File: src/acc_pkg.sv
`default_nettype none
package acc_pkg;
  // ----------------------------------------
  // Register offsets
  // ----------------------------------------
  localparam logic [7:0] ADDR_AVG       = 8'h68;
  localparam logic [7:0] ADDR_STATUS    = 8'h6A;
  localparam logic [7:0] ADDR_PIN_CFG   = 8'h6B;
  localparam logic [7:0] ADDR_SOFT_TRIG = 8'h6C;
  localparam logic [7:0] ADDR_LP        = 8'h6E;

  // ----------------------------------------
  // Reset values
  // ----------------------------------------
  localparam logic [7:0] RST_AVG       = 8'h61;
  localparam logic [7:0] RST_PIN_CFG   = 8'h00;
  localparam logic [7:0] RST_SOFT_TRIG = 8'h01;
  localparam logic [7:0] RST_LP        = 8'h88;
  localparam logic [7:0] RST_ZERO      = 8'h00;

  // ----------------------------------------
  // Field positions
  // ----------------------------------------
  localparam int OFS_AVG_LSB   = 4;
  localparam int LIN_AVG_LSB   = 0;
  localparam int STAT_CODE_LSB = 2;
  localparam int STAT_STOP_BIT = 1;
  localparam int STAT_DONE_BIT = 0;
  localparam int PIN_SEL_LSB   = 1;
  localparam int PIN_HWTRG_BIT = 0;
  localparam int SOFT_TRG_BIT  = 0;
  localparam int LP_SLEEP_LSB  = 5;
  localparam int LP_WAKE_LSB   = 3;
  localparam int LP_TWAKE_BIT  = 1;
  localparam int LOW_POWER_BACKGROUND_ENABLE_BIT     = 0;

  // ----------------------------------------
  // Status pin selector codes
  // ----------------------------------------
  localparam logic [1:0] PSEL_DONE  = 2'h0;
  localparam logic [1:0] PSEL_STOP  = 2'h1;
  localparam logic [1:0] PSEL_ALARM = 2'h2;

  // ----------------------------------------
  // Low-power timing: (2^k + 1) x unit periods
  // ----------------------------------------
  localparam int LP_UNIT_PERIODS = 256;
  localparam int CNT_W           = 48;

  typedef enum logic [1:0] {
    ACC_LP_IDLE,
    ACC_LP_SLEEP,
    ACC_LP_SETTLE,
    ACC_LP_CAL
  } acc_lp_state_t;
endpackage : acc_pkg
`default_nettype wire

File: src/acc_regs.sv
`timescale 1ns/1ps
`default_nettype none

// Operation
// - Offset averaging field bits 6:4, reset 6
// - Linearity averaging field bits 2:0, reset 1
// - Status read-only: code 4:2, 7:5 zero
// - Stopped flag set on halt, cleared on resume
// - Background off: stopped set on foreground end
// - Done bit set when foreground finished/skipped
// - Pin selector: done, stopped, alarm, low
// - Select 0: software trigger, pin ignored
// - Select 1: trigger pin, software bit ignored
// - Software trigger bit resets to 1
// - Low-power register resets 0x88 with fields
// - Low-power needs enable and background enable
// - Trigger-wake mode: sleep until trigger low
// - Sleep time (2^k+1) x 256 periods
// - Settle time (2^k+1) x 256 before calibrate
module acc_regs
  import acc_pkg::*;
#(
  parameter int UNIT_PERIODS = LP_UNIT_PERIODS
) (
  // Clock and reset
  input  wire logic       mclk,
  input  wire logic       rstn,
  // Register port
  input  wire logic       reg_wr,
  input  wire logic       reg_rd,
  input  wire logic [7:0] reg_addr,
  input  wire logic [7:0] reg_wdata,
  output logic      [7:0] reg_rdata,
  output logic            reg_rvalid,
  // Calibration engine status
  input  wire logic       background_calibration_enable,
  input  wire logic       fg_start,
  input  wire logic       fg_complete,
  input  wire logic       bg_halted,
  input  wire logic       bg_resumed,
  input  wire logic [2:0] cal_status_code,
  input  wire logic       alarm,
  input  wire logic       core_cal_done,
  // Averaging levels to the engine
  output logic      [2:0] offset_averaging_level,
  output logic      [2:0] linearity_averaging_level,
  // Pins
  input  wire logic       trigger_input_pin,
  output logic            status_output_pin,
  output logic            calibration_trigger,
  // Low-power core control
  output logic            core_sleep,
  output logic            core_cal_start
);

  // Register map:
  //   averaging      offset and linearity levels, reserved bits kept
  //   status         read only, engine code and two flags
  //   pin config     status pin source and trigger source
  //   soft trigger   stand-in for the trigger pin
  //   low power      sleep and settle codes, wake mode, enable
  // Writes to unmapped offsets vanish; reads of them return zero.
  // Port is a simple parallel strobe interface: one access per strobe.
  // Status pin and read data both come from flip-flops.
  // Trigger selection is combinational so the engine sees the pin
  // with no added delay.

  // ----------------------------------------
  // Storage
  // ----------------------------------------
  // Host-writable registers
  logic [7:0]       avg_ff;
  logic [7:0]       pin_cfg_ff;
  logic [7:0]       soft_trig_ff;
  logic [7:0]       lp_ff;
  // Status flags and the registered pin
  logic             foreground_finished_flag_ff;
  logic             stopped_ff;
  logic             pin_ff;
  logic [2:0]       code_ff;
  // Read answer
  logic [7:0]       rdata_ff;
  logic             rvalid_ff;
  // Low-power sequencer; counter wide enough for the longest sleep
  acc_lp_state_t    state_ff;
  logic [CNT_W-1:0] cnt_ff;

  // Delay in cycles for an exponent
  // Width covers k up to 33 times the unit; no overflow at the top code
  // Codes change only on host writes, so the result is quasi static
  function automatic logic [CNT_W-1:0] lp_cycles(input logic [5:0] k);
    logic [CNT_W-1:0] base;
    base = (CNT_W'(1) << k) + CNT_W'(1);
    return base * CNT_W'(UNIT_PERIODS);
  endfunction : lp_cycles

  // ----------------------------------------
  // Decode and selection
  // ----------------------------------------
  // One write strobe per host-writable register; status has none
  wire logic       wr_avg    = reg_wr && (reg_addr == ADDR_AVG);
  wire logic       wr_pin    = reg_wr && (reg_addr == ADDR_PIN_CFG);
  wire logic       wr_soft   = reg_wr && (reg_addr == ADDR_SOFT_TRIG);
  wire logic       wr_lp     = reg_wr && (reg_addr == ADDR_LP);
  // Fields of the configuration registers
  wire logic [1:0] pin_sel   = pin_cfg_ff[PIN_SEL_LSB +: 2];
  wire logic       hw_sel    = pin_cfg_ff[PIN_HWTRG_BIT];
  wire logic [2:0] sleep_cd  = lp_ff[LP_SLEEP_LSB +: 3];
  wire logic [1:0] wake_cd   = lp_ff[LP_WAKE_LSB +: 2];
  wire logic       trig_wake = lp_ff[LP_TWAKE_BIT];
  // Enable bit alone does nothing without background calibration
  wire logic       lp_active = lp_ff[LOW_POWER_BACKGROUND_ENABLE_BIT] && background_calibration_enable;
  // Sleep exponents 3,15,18..33; wake exponents 3,18,21,24
  wire logic [5:0] sleep_k   = (sleep_cd == 3'h0) ? 6'h03 : 6'(12 + 3 * sleep_cd);
  wire logic [5:0] wake_k    = (wake_cd == 2'h0) ? 6'h03 : 6'(15 + 3 * wake_cd);
  wire logic [CNT_W-1:0] sleep_n = lp_cycles(sleep_k);
  wire logic [CNT_W-1:0] wake_n  = lp_cycles(wake_k);
  // Completion and skip arrive on the same strobe
  wire logic       fg_end    = fg_complete;
  // With background off, the end of foreground also stops it
  wire logic       bg_stop_ev = bg_halted || (!background_calibration_enable && fg_end);

  // Averaging levels straight from the register fields
  assign offset_averaging_level    = avg_ff[OFS_AVG_LSB +: 3];
  assign linearity_averaging_level = avg_ff[LIN_AVG_LSB +: 3];
  // Only the selected trigger source reaches the engine
  assign calibration_trigger = hw_sel ? trigger_input_pin
                                      : soft_trig_ff[SOFT_TRG_BIT];
  // Remaining outputs from flip-flops
  assign status_output_pin   = pin_ff;
  assign reg_rdata           = rdata_ff;
  assign reg_rvalid          = rvalid_ff;
  assign core_sleep          = (state_ff == ACC_LP_SLEEP);

  // Status pin mux, registered to keep the pin glitch free
  // Costs one cycle of lag on the pin against the flags
  logic nxt_pin;
  always_comb begin
    case (pin_sel)
      PSEL_DONE:  nxt_pin = foreground_finished_flag_ff;
      PSEL_STOP:  nxt_pin = stopped_ff;
      PSEL_ALARM: nxt_pin = alarm;
      // Code 3 parks the pin low
      default:    nxt_pin = 1'b0;
    endcase
  end

  // ----------------------------------------
  // Writable registers, reserved bits kept
  // ----------------------------------------
  always_ff @(posedge mclk) begin
    if (!rstn) begin
      // Averaging resets to offset 6, linearity 1
      avg_ff       <= RST_AVG;
      pin_cfg_ff   <= RST_PIN_CFG;
      soft_trig_ff <= RST_SOFT_TRIG;
      lp_ff        <= RST_LP;
    end else begin
      // Reserved bits are stored as written and read back
      if (wr_avg) begin
        avg_ff <= reg_wdata;
      end
      if (wr_pin) begin
        pin_cfg_ff <= reg_wdata;
      end
      if (wr_soft) begin
        soft_trig_ff <= reg_wdata;
      end
      // Low-power codes take effect on the next sequencer step
      if (wr_lp) begin
        lp_ff <= reg_wdata;
      end
    end
  end

  // ----------------------------------------
  // Status flags; set wins over clear
  // ----------------------------------------
  // Pulses from the engine are one cycle wide
  always_ff @(posedge mclk) begin
    if (!rstn) begin
      foreground_finished_flag_ff <= 1'b0;
      stopped_ff <= 1'b0;
      code_ff    <= 3'h0;
      pin_ff     <= 1'b0;
    end else begin
      // Code copied each cycle; host writes never reach it
      code_ff    <= cal_status_code;
      // Start clears done, but a same-cycle end keeps it set
      foreground_finished_flag_ff <= fg_end || (foreground_finished_flag_ff && !fg_start);
      // Resume clears stopped; a same-cycle halt keeps it set
      stopped_ff <= bg_stop_ev || (stopped_ff && !bg_resumed);
      pin_ff     <= nxt_pin;
    end
  end

  // ----------------------------------------
  // Read path, one cycle latency
  // ----------------------------------------
  // Data held until the next read so a slow host can still take it
  // Unmapped offsets read zero rather than the last value
  logic [7:0] nxt_rdata;
  always_comb begin
    case (reg_addr)
      ADDR_AVG:       nxt_rdata = avg_ff;
      ADDR_STATUS:    nxt_rdata = {3'h0, code_ff, stopped_ff, foreground_finished_flag_ff};
      ADDR_PIN_CFG:   nxt_rdata = pin_cfg_ff;
      ADDR_SOFT_TRIG: nxt_rdata = soft_trig_ff;
      ADDR_LP:        nxt_rdata = lp_ff;
      default:        nxt_rdata = RST_ZERO;
    endcase
  end

  always_ff @(posedge mclk) begin
    if (!rstn) begin
      rdata_ff  <= RST_ZERO;
      rvalid_ff <= 1'b0;
    end else begin
      // rvalid follows the strobe by one cycle
      rvalid_ff <= reg_rd;
      if (reg_rd) begin
        rdata_ff <= nxt_rdata;
      end
    end
  end

  // ----------------------------------------
  // Low-power sleep / settle / calibrate sequencer
  // ----------------------------------------
  // IDLE  : low power off, counter cleared
  // SLEEP : core asleep; timed, or until the trigger goes low
  // SETTLE: core awake, waiting for it to settle
  // CAL   : one start pulse, then wait for the engine's done
  // Counter counts cycles spent in SLEEP and SETTLE; IDLE and CAL hold it at zero.
  // Dropping either enable aborts the sequence at once, so a core
  // may wake mid-sleep; the engine must tolerate that.
  acc_lp_state_t    nxt_state;
  logic [CNT_W-1:0] nxt_cnt;
  logic             nxt_start;
  always_comb begin
    // Defaults: hold state, count up, no start
    nxt_state = state_ff;
    nxt_cnt   = cnt_ff + CNT_W'(1);
    nxt_start = 1'b0;
    case (state_ff)
      ACC_LP_IDLE: begin
        // Wait here until low power is allowed
        nxt_cnt = '0;
        if (lp_active) nxt_state = ACC_LP_SLEEP;
      end
      ACC_LP_SLEEP: begin
        // Trigger mode wakes on a low trigger, else a timed sleep
        if (trig_wake ? !calibration_trigger : (cnt_ff + CNT_W'(1) >= sleep_n)) begin
          nxt_state = ACC_LP_SETTLE;
          nxt_cnt   = '0;
        end
      end
      ACC_LP_SETTLE: begin
        // Settle length from the wake code
        if (cnt_ff + CNT_W'(1) >= wake_n) begin
          nxt_state = ACC_LP_CAL;
          nxt_start = 1'b1;
          nxt_cnt   = '0;
        end
      end
      ACC_LP_CAL: begin
        // Engine owns the core until it reports done
        nxt_cnt = '0;
        if (core_cal_done) nxt_state = ACC_LP_SLEEP;
      end
      default: nxt_state = ACC_LP_IDLE;
    endcase
    // Leaving low-power mode drops the sequence at once
    // Overrides every state above
    if (!lp_active) begin
      nxt_state = ACC_LP_IDLE;
      nxt_start = 1'b0;
      nxt_cnt   = '0;
    end
  end

  // Sequencer registers; start pulse registered to stay glitch free
  always_ff @(posedge mclk) begin
    if (!rstn) begin
      // Start in IDLE: no core sleeps out of reset
      state_ff       <= ACC_LP_IDLE;
      cnt_ff         <= '0;
      core_cal_start <= 1'b0;
    end else begin
      state_ff       <= nxt_state;
      cnt_ff         <= nxt_cnt;
      core_cal_start <= nxt_start;
    end
  end

endmodule : acc_regs

`default_nettype wire

File: config.mk
export PLATFORM = sky130hd
export DESIGN_NAME = acc_regs
export DESIGN_NICKNAME = d
export VERILOG_FILES = /design/src/acc_pkg.sv /design/src/acc_regs.sv
export SDC_FILE = /design/constraint.sdc
export NUM_CORES = 1
export LEC_CHECK = 0
export BUFFER_PORTS_ARGS = -buffer_cell sky130_fd_sc_hd__buf_2
export CORE_MARGIN = 2
export CORE_UTILIZATION = 50
export DETAILED_ROUTE_END_ITERATION = 6
export MAX_ROUTING_LAYER = met4
export PLACE_DENSITY = 0.68
export SLEW_MARGIN = 20
export SYNTH_ARGS = -nofsm -noshare
export SYNTH_HDL_FRONTEND = slang
export SYNTH_SLANG_ARGS = --single-unit
File: constraint.sdc
create_clock -name mclk -period 5 [get_ports mclk]
set_input_delay 0.25 -clock mclk [delete_from_list [all_inputs] [get_ports mclk]]
set_output_delay 0.25 -clock mclk [all_outputs]
set_load 0.005 [all_outputs]
# --- Yosys cells after proc, flatten, opt, wreduce, memory -nomap -nowiden ---
# Index checks and enable logic that the tools add are counted.
word_totals:
  register_bits: 98
  in_bits: 31
  output_inout_bits: 19
op_classes:
  addsub: 5
  n_mul: 2
  order_cmp: 2
  n_eq_ne: 13
  n_shift: 2
  n_mux: 14
  n_reduce_logical: 23
op_table:
  columns: ["op", "n"]
  rows:
  - ["$pmux 48 s3", 1]
  - ["$ge 48x48->1", 2]
  - ["$mux 48", 2]
  - ["$add 40x2->40 const B", 2]
  - ["$add 48x1->48 const B", 1]
  - ["$eq 8x7->1 const B", 5]
  - ["$pmux 8 s5", 1]
  - ["$shl 1x5->40 const A", 1]
  - ["$shl 1x6->40 const A", 1]
  - ["$logic_and 1x1->1", 8]
  - ["$pmux 2 s4", 1]
  - ["$add 4x5->6 const A", 1]
  - ["$eq 2x2->1 const B", 3]
  - ["$logic_not 2->1", 3]
  - ["$mux 2", 3]
  - ["$mux 6", 1]
  - ["$reduce_and 3->1", 2]
  - ["$add 4x4->5 const A", 1]
  - ["$mul 2x3->5 const A", 1]
  - ["$mux 5", 1]
  - ["$eq 2x1->1 const B", 2]
  - ["$logic_not 1->1", 4]
  - ["$mul 2x2->4 const A", 1]
  - ["$ne 2x2->1 const B", 2]
  - ["7 further kinds", 11]

# --- Longest topological paths before layout ---
depth:
  ltp_word: 9
  mapped_depth: 21
  ltp_nobuf: 18

# --- Worst setup path after synthesis ---
# OpenSTA, ideal clock, no wires.
synth_path:
  kind: "register to register"
  start: "register cnt_ff[0]"
  end: "register cnt_ff[24]"
  arrival_time_ns: 4.203
  slack_ns: 0.685
  stages_incl_launch_ff: 20
  path_cell_list: "dfxtp_1 > ha_1 > and4_4 > buf_6 > nand3_1 > nor3_1 > nand4_1 > nor4_1 > xor2_1 > ha_1 > nand4_1 > nor4_1 > nand2_1 > or4_1 > a31o_1 > and4bb_4 > a21oi_2 > buf_6 > buf_6 > nor2_1"
synth_between:
  elab_chain_cells: 5
  word_cells_on_any_way: 7
  classes_between: "1 x add/sub; 2 x order compare; 4 x mux"
synth_lines:
  columns: ["item", "line", "text"]
  rows:
  - ["from (decl)", "acc_regs.sv:86", "logic [CNT_W-1:0] cnt_ff;"]
  - ["from (signal assigned)", "acc_regs.sv:291", "cnt_ff <= nxt_cnt;"]
  - ["$add 48x1->48 (*)", "acc_regs.sv:243, acc_regs.sv:253, acc_regs.sv:260", null]
  - ["$ge 48x48->1", "acc_regs.sv:253", "if (trig_wake ? !calibration_trigger : (cnt_ff + CNT_W'(1) >= sleep_n)) begin"]
  - ["$mux 1", "acc_regs.sv:253", null]
  - ["$mux 48", "acc_regs.sv:253", null]
  - ["$pmux 48 s3 (*)", "acc_regs.sv:245", "case (state_ff)"]
# Every way passes the cells marked *; elsewhere a longest branch is shown, timed or not.
# A chain may end at the register's enable or synchronous reset.

# --- Worst setup path in the final report ---
layout_path:
  start: "register cnt_ff[0]"
  end: "register cnt_ff[2]"
# The elaborated chain is that of the path after synthesis.

==> results.ini <==
[status]
status = finished, final reports clean

[worst_setup_path]
timing.critical_path.required_ns = 5.23
category_of_the_worst_setup_path_capture_point = flop
critPathMaxStageDelay_ns = 0.49
critical_path.max_fanout = 20
cp_num_buf_inv = 1
cp_delay_by_family_top = simple AND/OR/NAND/NOR gates
cp_slowest_cell = or4_1
cp.arrival_ns = 4.86
crit_path_cell_trace = ha_1, and4_4, nand3_1, nor3_4, nand4_1, nor4_2, xor2_1, ha_1, nand4_1, nor4_4, nand2_1, or4_1, a31o_1, and4bb_4, a21oi_4, buf_6, nor3_1
timing.setup.critical_path_class = reg2reg
crit_path_start_kind = flop

[logic_synthesis]
post_synth_and_or_nand_nor_area_fraction_pct = 29.6
ys_warn_count = 0
ys_seq_area_share_pct = 28.1
synth_fa_ha_area_share_pct = 15.7
synth_top_area_cell = dfxtp_1
syn-instance-count = 880
post_synth_edffs = 0
syn_area_per_cell_sq_um = 7.94
synth-xor-area-share_pct = 6.02
synth-compound-area-share_pct = 12.1
main_combinational_cell_family_by_area_after_synthesis = simple AND/OR/NAND/NOR gates
synth_mux_area_share_pct = 3.74
synth.top_cells.by_area = dfxtp_1 (28%), ha_1 (15%), nand2_1 (8.0%)
synth_seq_cells = 98
synth_cell_types = 68
ys.flop_type = dfxtp_1
share_of_the_synthesized_area_in_the_top_cell_type_pct = 28.1
netlist_area_sq_um = 6990
synthArstFlopShare_pct = 0

[sta]
tns_ns = 0
setup_viol_count_final = 0
timing.max_slew.rel_slack_pct = 26.9
worst-slew-pin-transition_ns = 1.09
timing.hold.ws_ns = 0.0860
final_number_of_max_transition_violations = 0
clock-skew-final_ns = 0.00906
unrepaired_setup_endpoints_after_global_routing = false
final-hold-violation-count = 0
final.min_clock_period_ns = 4.63
fmax_mhz = 216
layout_worst_path_cycle_share_pct = 92.6

[routing]
post_drt_wl_per_cell_microns = 14.9
vias_per_cell = 5.43
detail_route.iter0.violations = 352
first_pass_iters = 5
post-route-drc-count = 0
ant_nets = 0
detail_route.wirelength_microns = 16900
num_vias = 6142

[clock_network]
cts.sink_count = 98
cts_setup_buffers = 0
tritoncts_buffers = 9
clkSlewWorstSetupHoldPaths_ns = 0.08
worst_skew_pair.late_latency_ns = 0.37
cts_tree = built
clock_tree.buffer_depth = 2
htree_levels = 3
clock-root-buffer = clkbuf_16

[final_layout]
share_of_cells_above_drive_strength_1_pct = 10.5
instances_no_fill = 1131
final_common_cell = nand2_1
mostFrequentLayoutCells = nand2_1 (149), dfxtp_1 (98), ha_1 (86)
layout.nets = 1064
antenna_cells_inserted = 0
n_fill_cell = 1338
finish.utilization_pct = 56.9
flow.area_growth_from_synthesis_pct = 12.1

[pwr]
report.power.total_mw = 1.58
power.share.switching_pct = 26.0
internal_power_mw = 1.17
portion_of_total_power_attributed_to_the_clock_network_pct = 45.6
total_leakage_power_nw = 3.28
p_comb_share_pct = 4.7
vdd.ir_drop.worst_v = 0.000159
power.density_nw_per_um2 = 202
p_sw_mw = 0.412
power.sequential.fraction_pct = 49.7

[global_route]
number_of_antenna_violations_at_the_first_check_in_global_routing = 0
track_usage_pct = 24.4
wire_length_of_the_first_global_routing_pass_microns = 27900
vias_in_the_first_global_route = 5677
grt_remaining_overflow = 0
largest_net_degree_at_the_start_of_global_routing = 50

[die]
chipWidth_microns = 122
fp.dieArea_sq_um = 14900
std_cell_rows = 43
chipHeight_microns = 122
start_util_pct = 50.7
ios = 50
core_box_area_sq_um = 13800

[placement]
dpl.cell_count = 1115
port-buffer-count = 49
place.gp.congestion = 0.990
post-dp-hpwl_microns = 13100

[min_path]
hold_class = in2reg

[run]
drv_cap = 0

## power groups by stage
stage	registers, mW	logic [mW]	clock network, mW
after global placement	0.806	0.0719	0
after global routing	0.788	0.0838	0.768
after detailed placement	0.806	0.0727	0
after floorplan	0.806	0.0436	0
final	0.788	0.0740	0.723
after CTS	0.788	0.0731	0.741
## worst paths after layout
kind                       from          to  slack, ns  cells after the start
max                   cnt_ff[0]   cnt_ff[2]       0.37                     17
min          cal_status_code[0]  code_ff[0]       0.09                      2
max reg2reg           cnt_ff[0]   cnt_ff[2]       0.37                     17
min reg2reg           avg_ff[3]   avg_ff[3]       0.47                      2
## cell families after synthesis
kind of cell               Yosys count
and+or+nand+nor                    419
AOI/OAI and AO/OA                  132
DFF                                 98
adders and majority gates           87
buffers and inverters               68
xor gates and xnor gates            48
muxes                               26
other                                2
## registers in the layout, indices dropped and copies added (netlist names), 2 cells and up
register and flops:
cnt_ff 48, avg_ff 8, lp_ff 8, pin_cfg_ff 8, reg_rdata 8, soft_trig_ff 8, code_ff 3, state_ff 2
## through the flow
step | worst slack (ns) | cell area (sq um)
final | 0.371 | 7830
after floorplan | 0.685 | 7100
after CTS | 0.0550 | 7790
after global placement | 0.259 | 7490
after global routing | 0.0142 | 7830
after detailed placement | 0.0490 | 7490
## worst reg2reg max path, cell delays in order, from the launching register on
cell and delay [ns]:
dfxtp_1 0.42, ha_1 0.28, and4_4 0.26, nand3_1 0.18
nor3_4 0.28, nand4_1 0.21, nor4_2 0.30, xor2_1 0.16
ha_1 0.30, nand4_1 0.18, nor4_4 0.38, nand2_1 0.09
or4_1 0.49, a31o_1 0.27, and4bb_4 0.23, a21oi_4 0.19
buf_6 0.22, nor3_1 0.07
## synth_stat cells, drive strengths merged, types with 2 or more instances
cell and n:
a2111oi 2, nor2 77, nand3 40, nand2b 4
nand4 32, and2 14, a31o 3, o2111ai 3
mux2i 25, nand3b 4, o21ai 22, xor2 23
a21o 8, a22oi 3, buf 18, a21oi 48
o221ai 2, a311oi 2, ha 86, nor4 15
inv 28, clkbuf 22, nor3 26, nor2b 28
o31a 2, a21boi 14, or2 2, a31oi 7
dfxtp 98, nand2 149, conb 2, and4 3
and3 11, o21a 6, xnor2 25, or3 2
a211oi 2, or4 4, nor3b 5
## per-layer routing
layer	vias to the layer above	part of all wire, %	global-route usage (%)
met5	-	0	-
met4	0	2.3	8.19
met3	27	3.4	4.87
met2	119	46	38.2
met1	2805	48	31.4
li1	3191	-	-
## final cells by class
cell class | count | area (sq um) | share of cell area (%)
clock inverter | 7 | 76.3 | 0.975
clock buffer | 9 | 225 | 2.88
sequential | 98 | 1960 | 25.1
inverter | 28 | 105 | 1.34
multi-input combinational | 745 | 4860 | 62.1
timing repair buffer | 64 | 374 | 4.78
tap | 180 | 225 | 2.88
## what timing repair did
item	CTS	global route
gates resized for setup	0	6
hold buffers	0	0
endpoints found under the hold margin	0	0
endpoints found under the setup margin	0	50
Power figures use the tool's default switching activity.
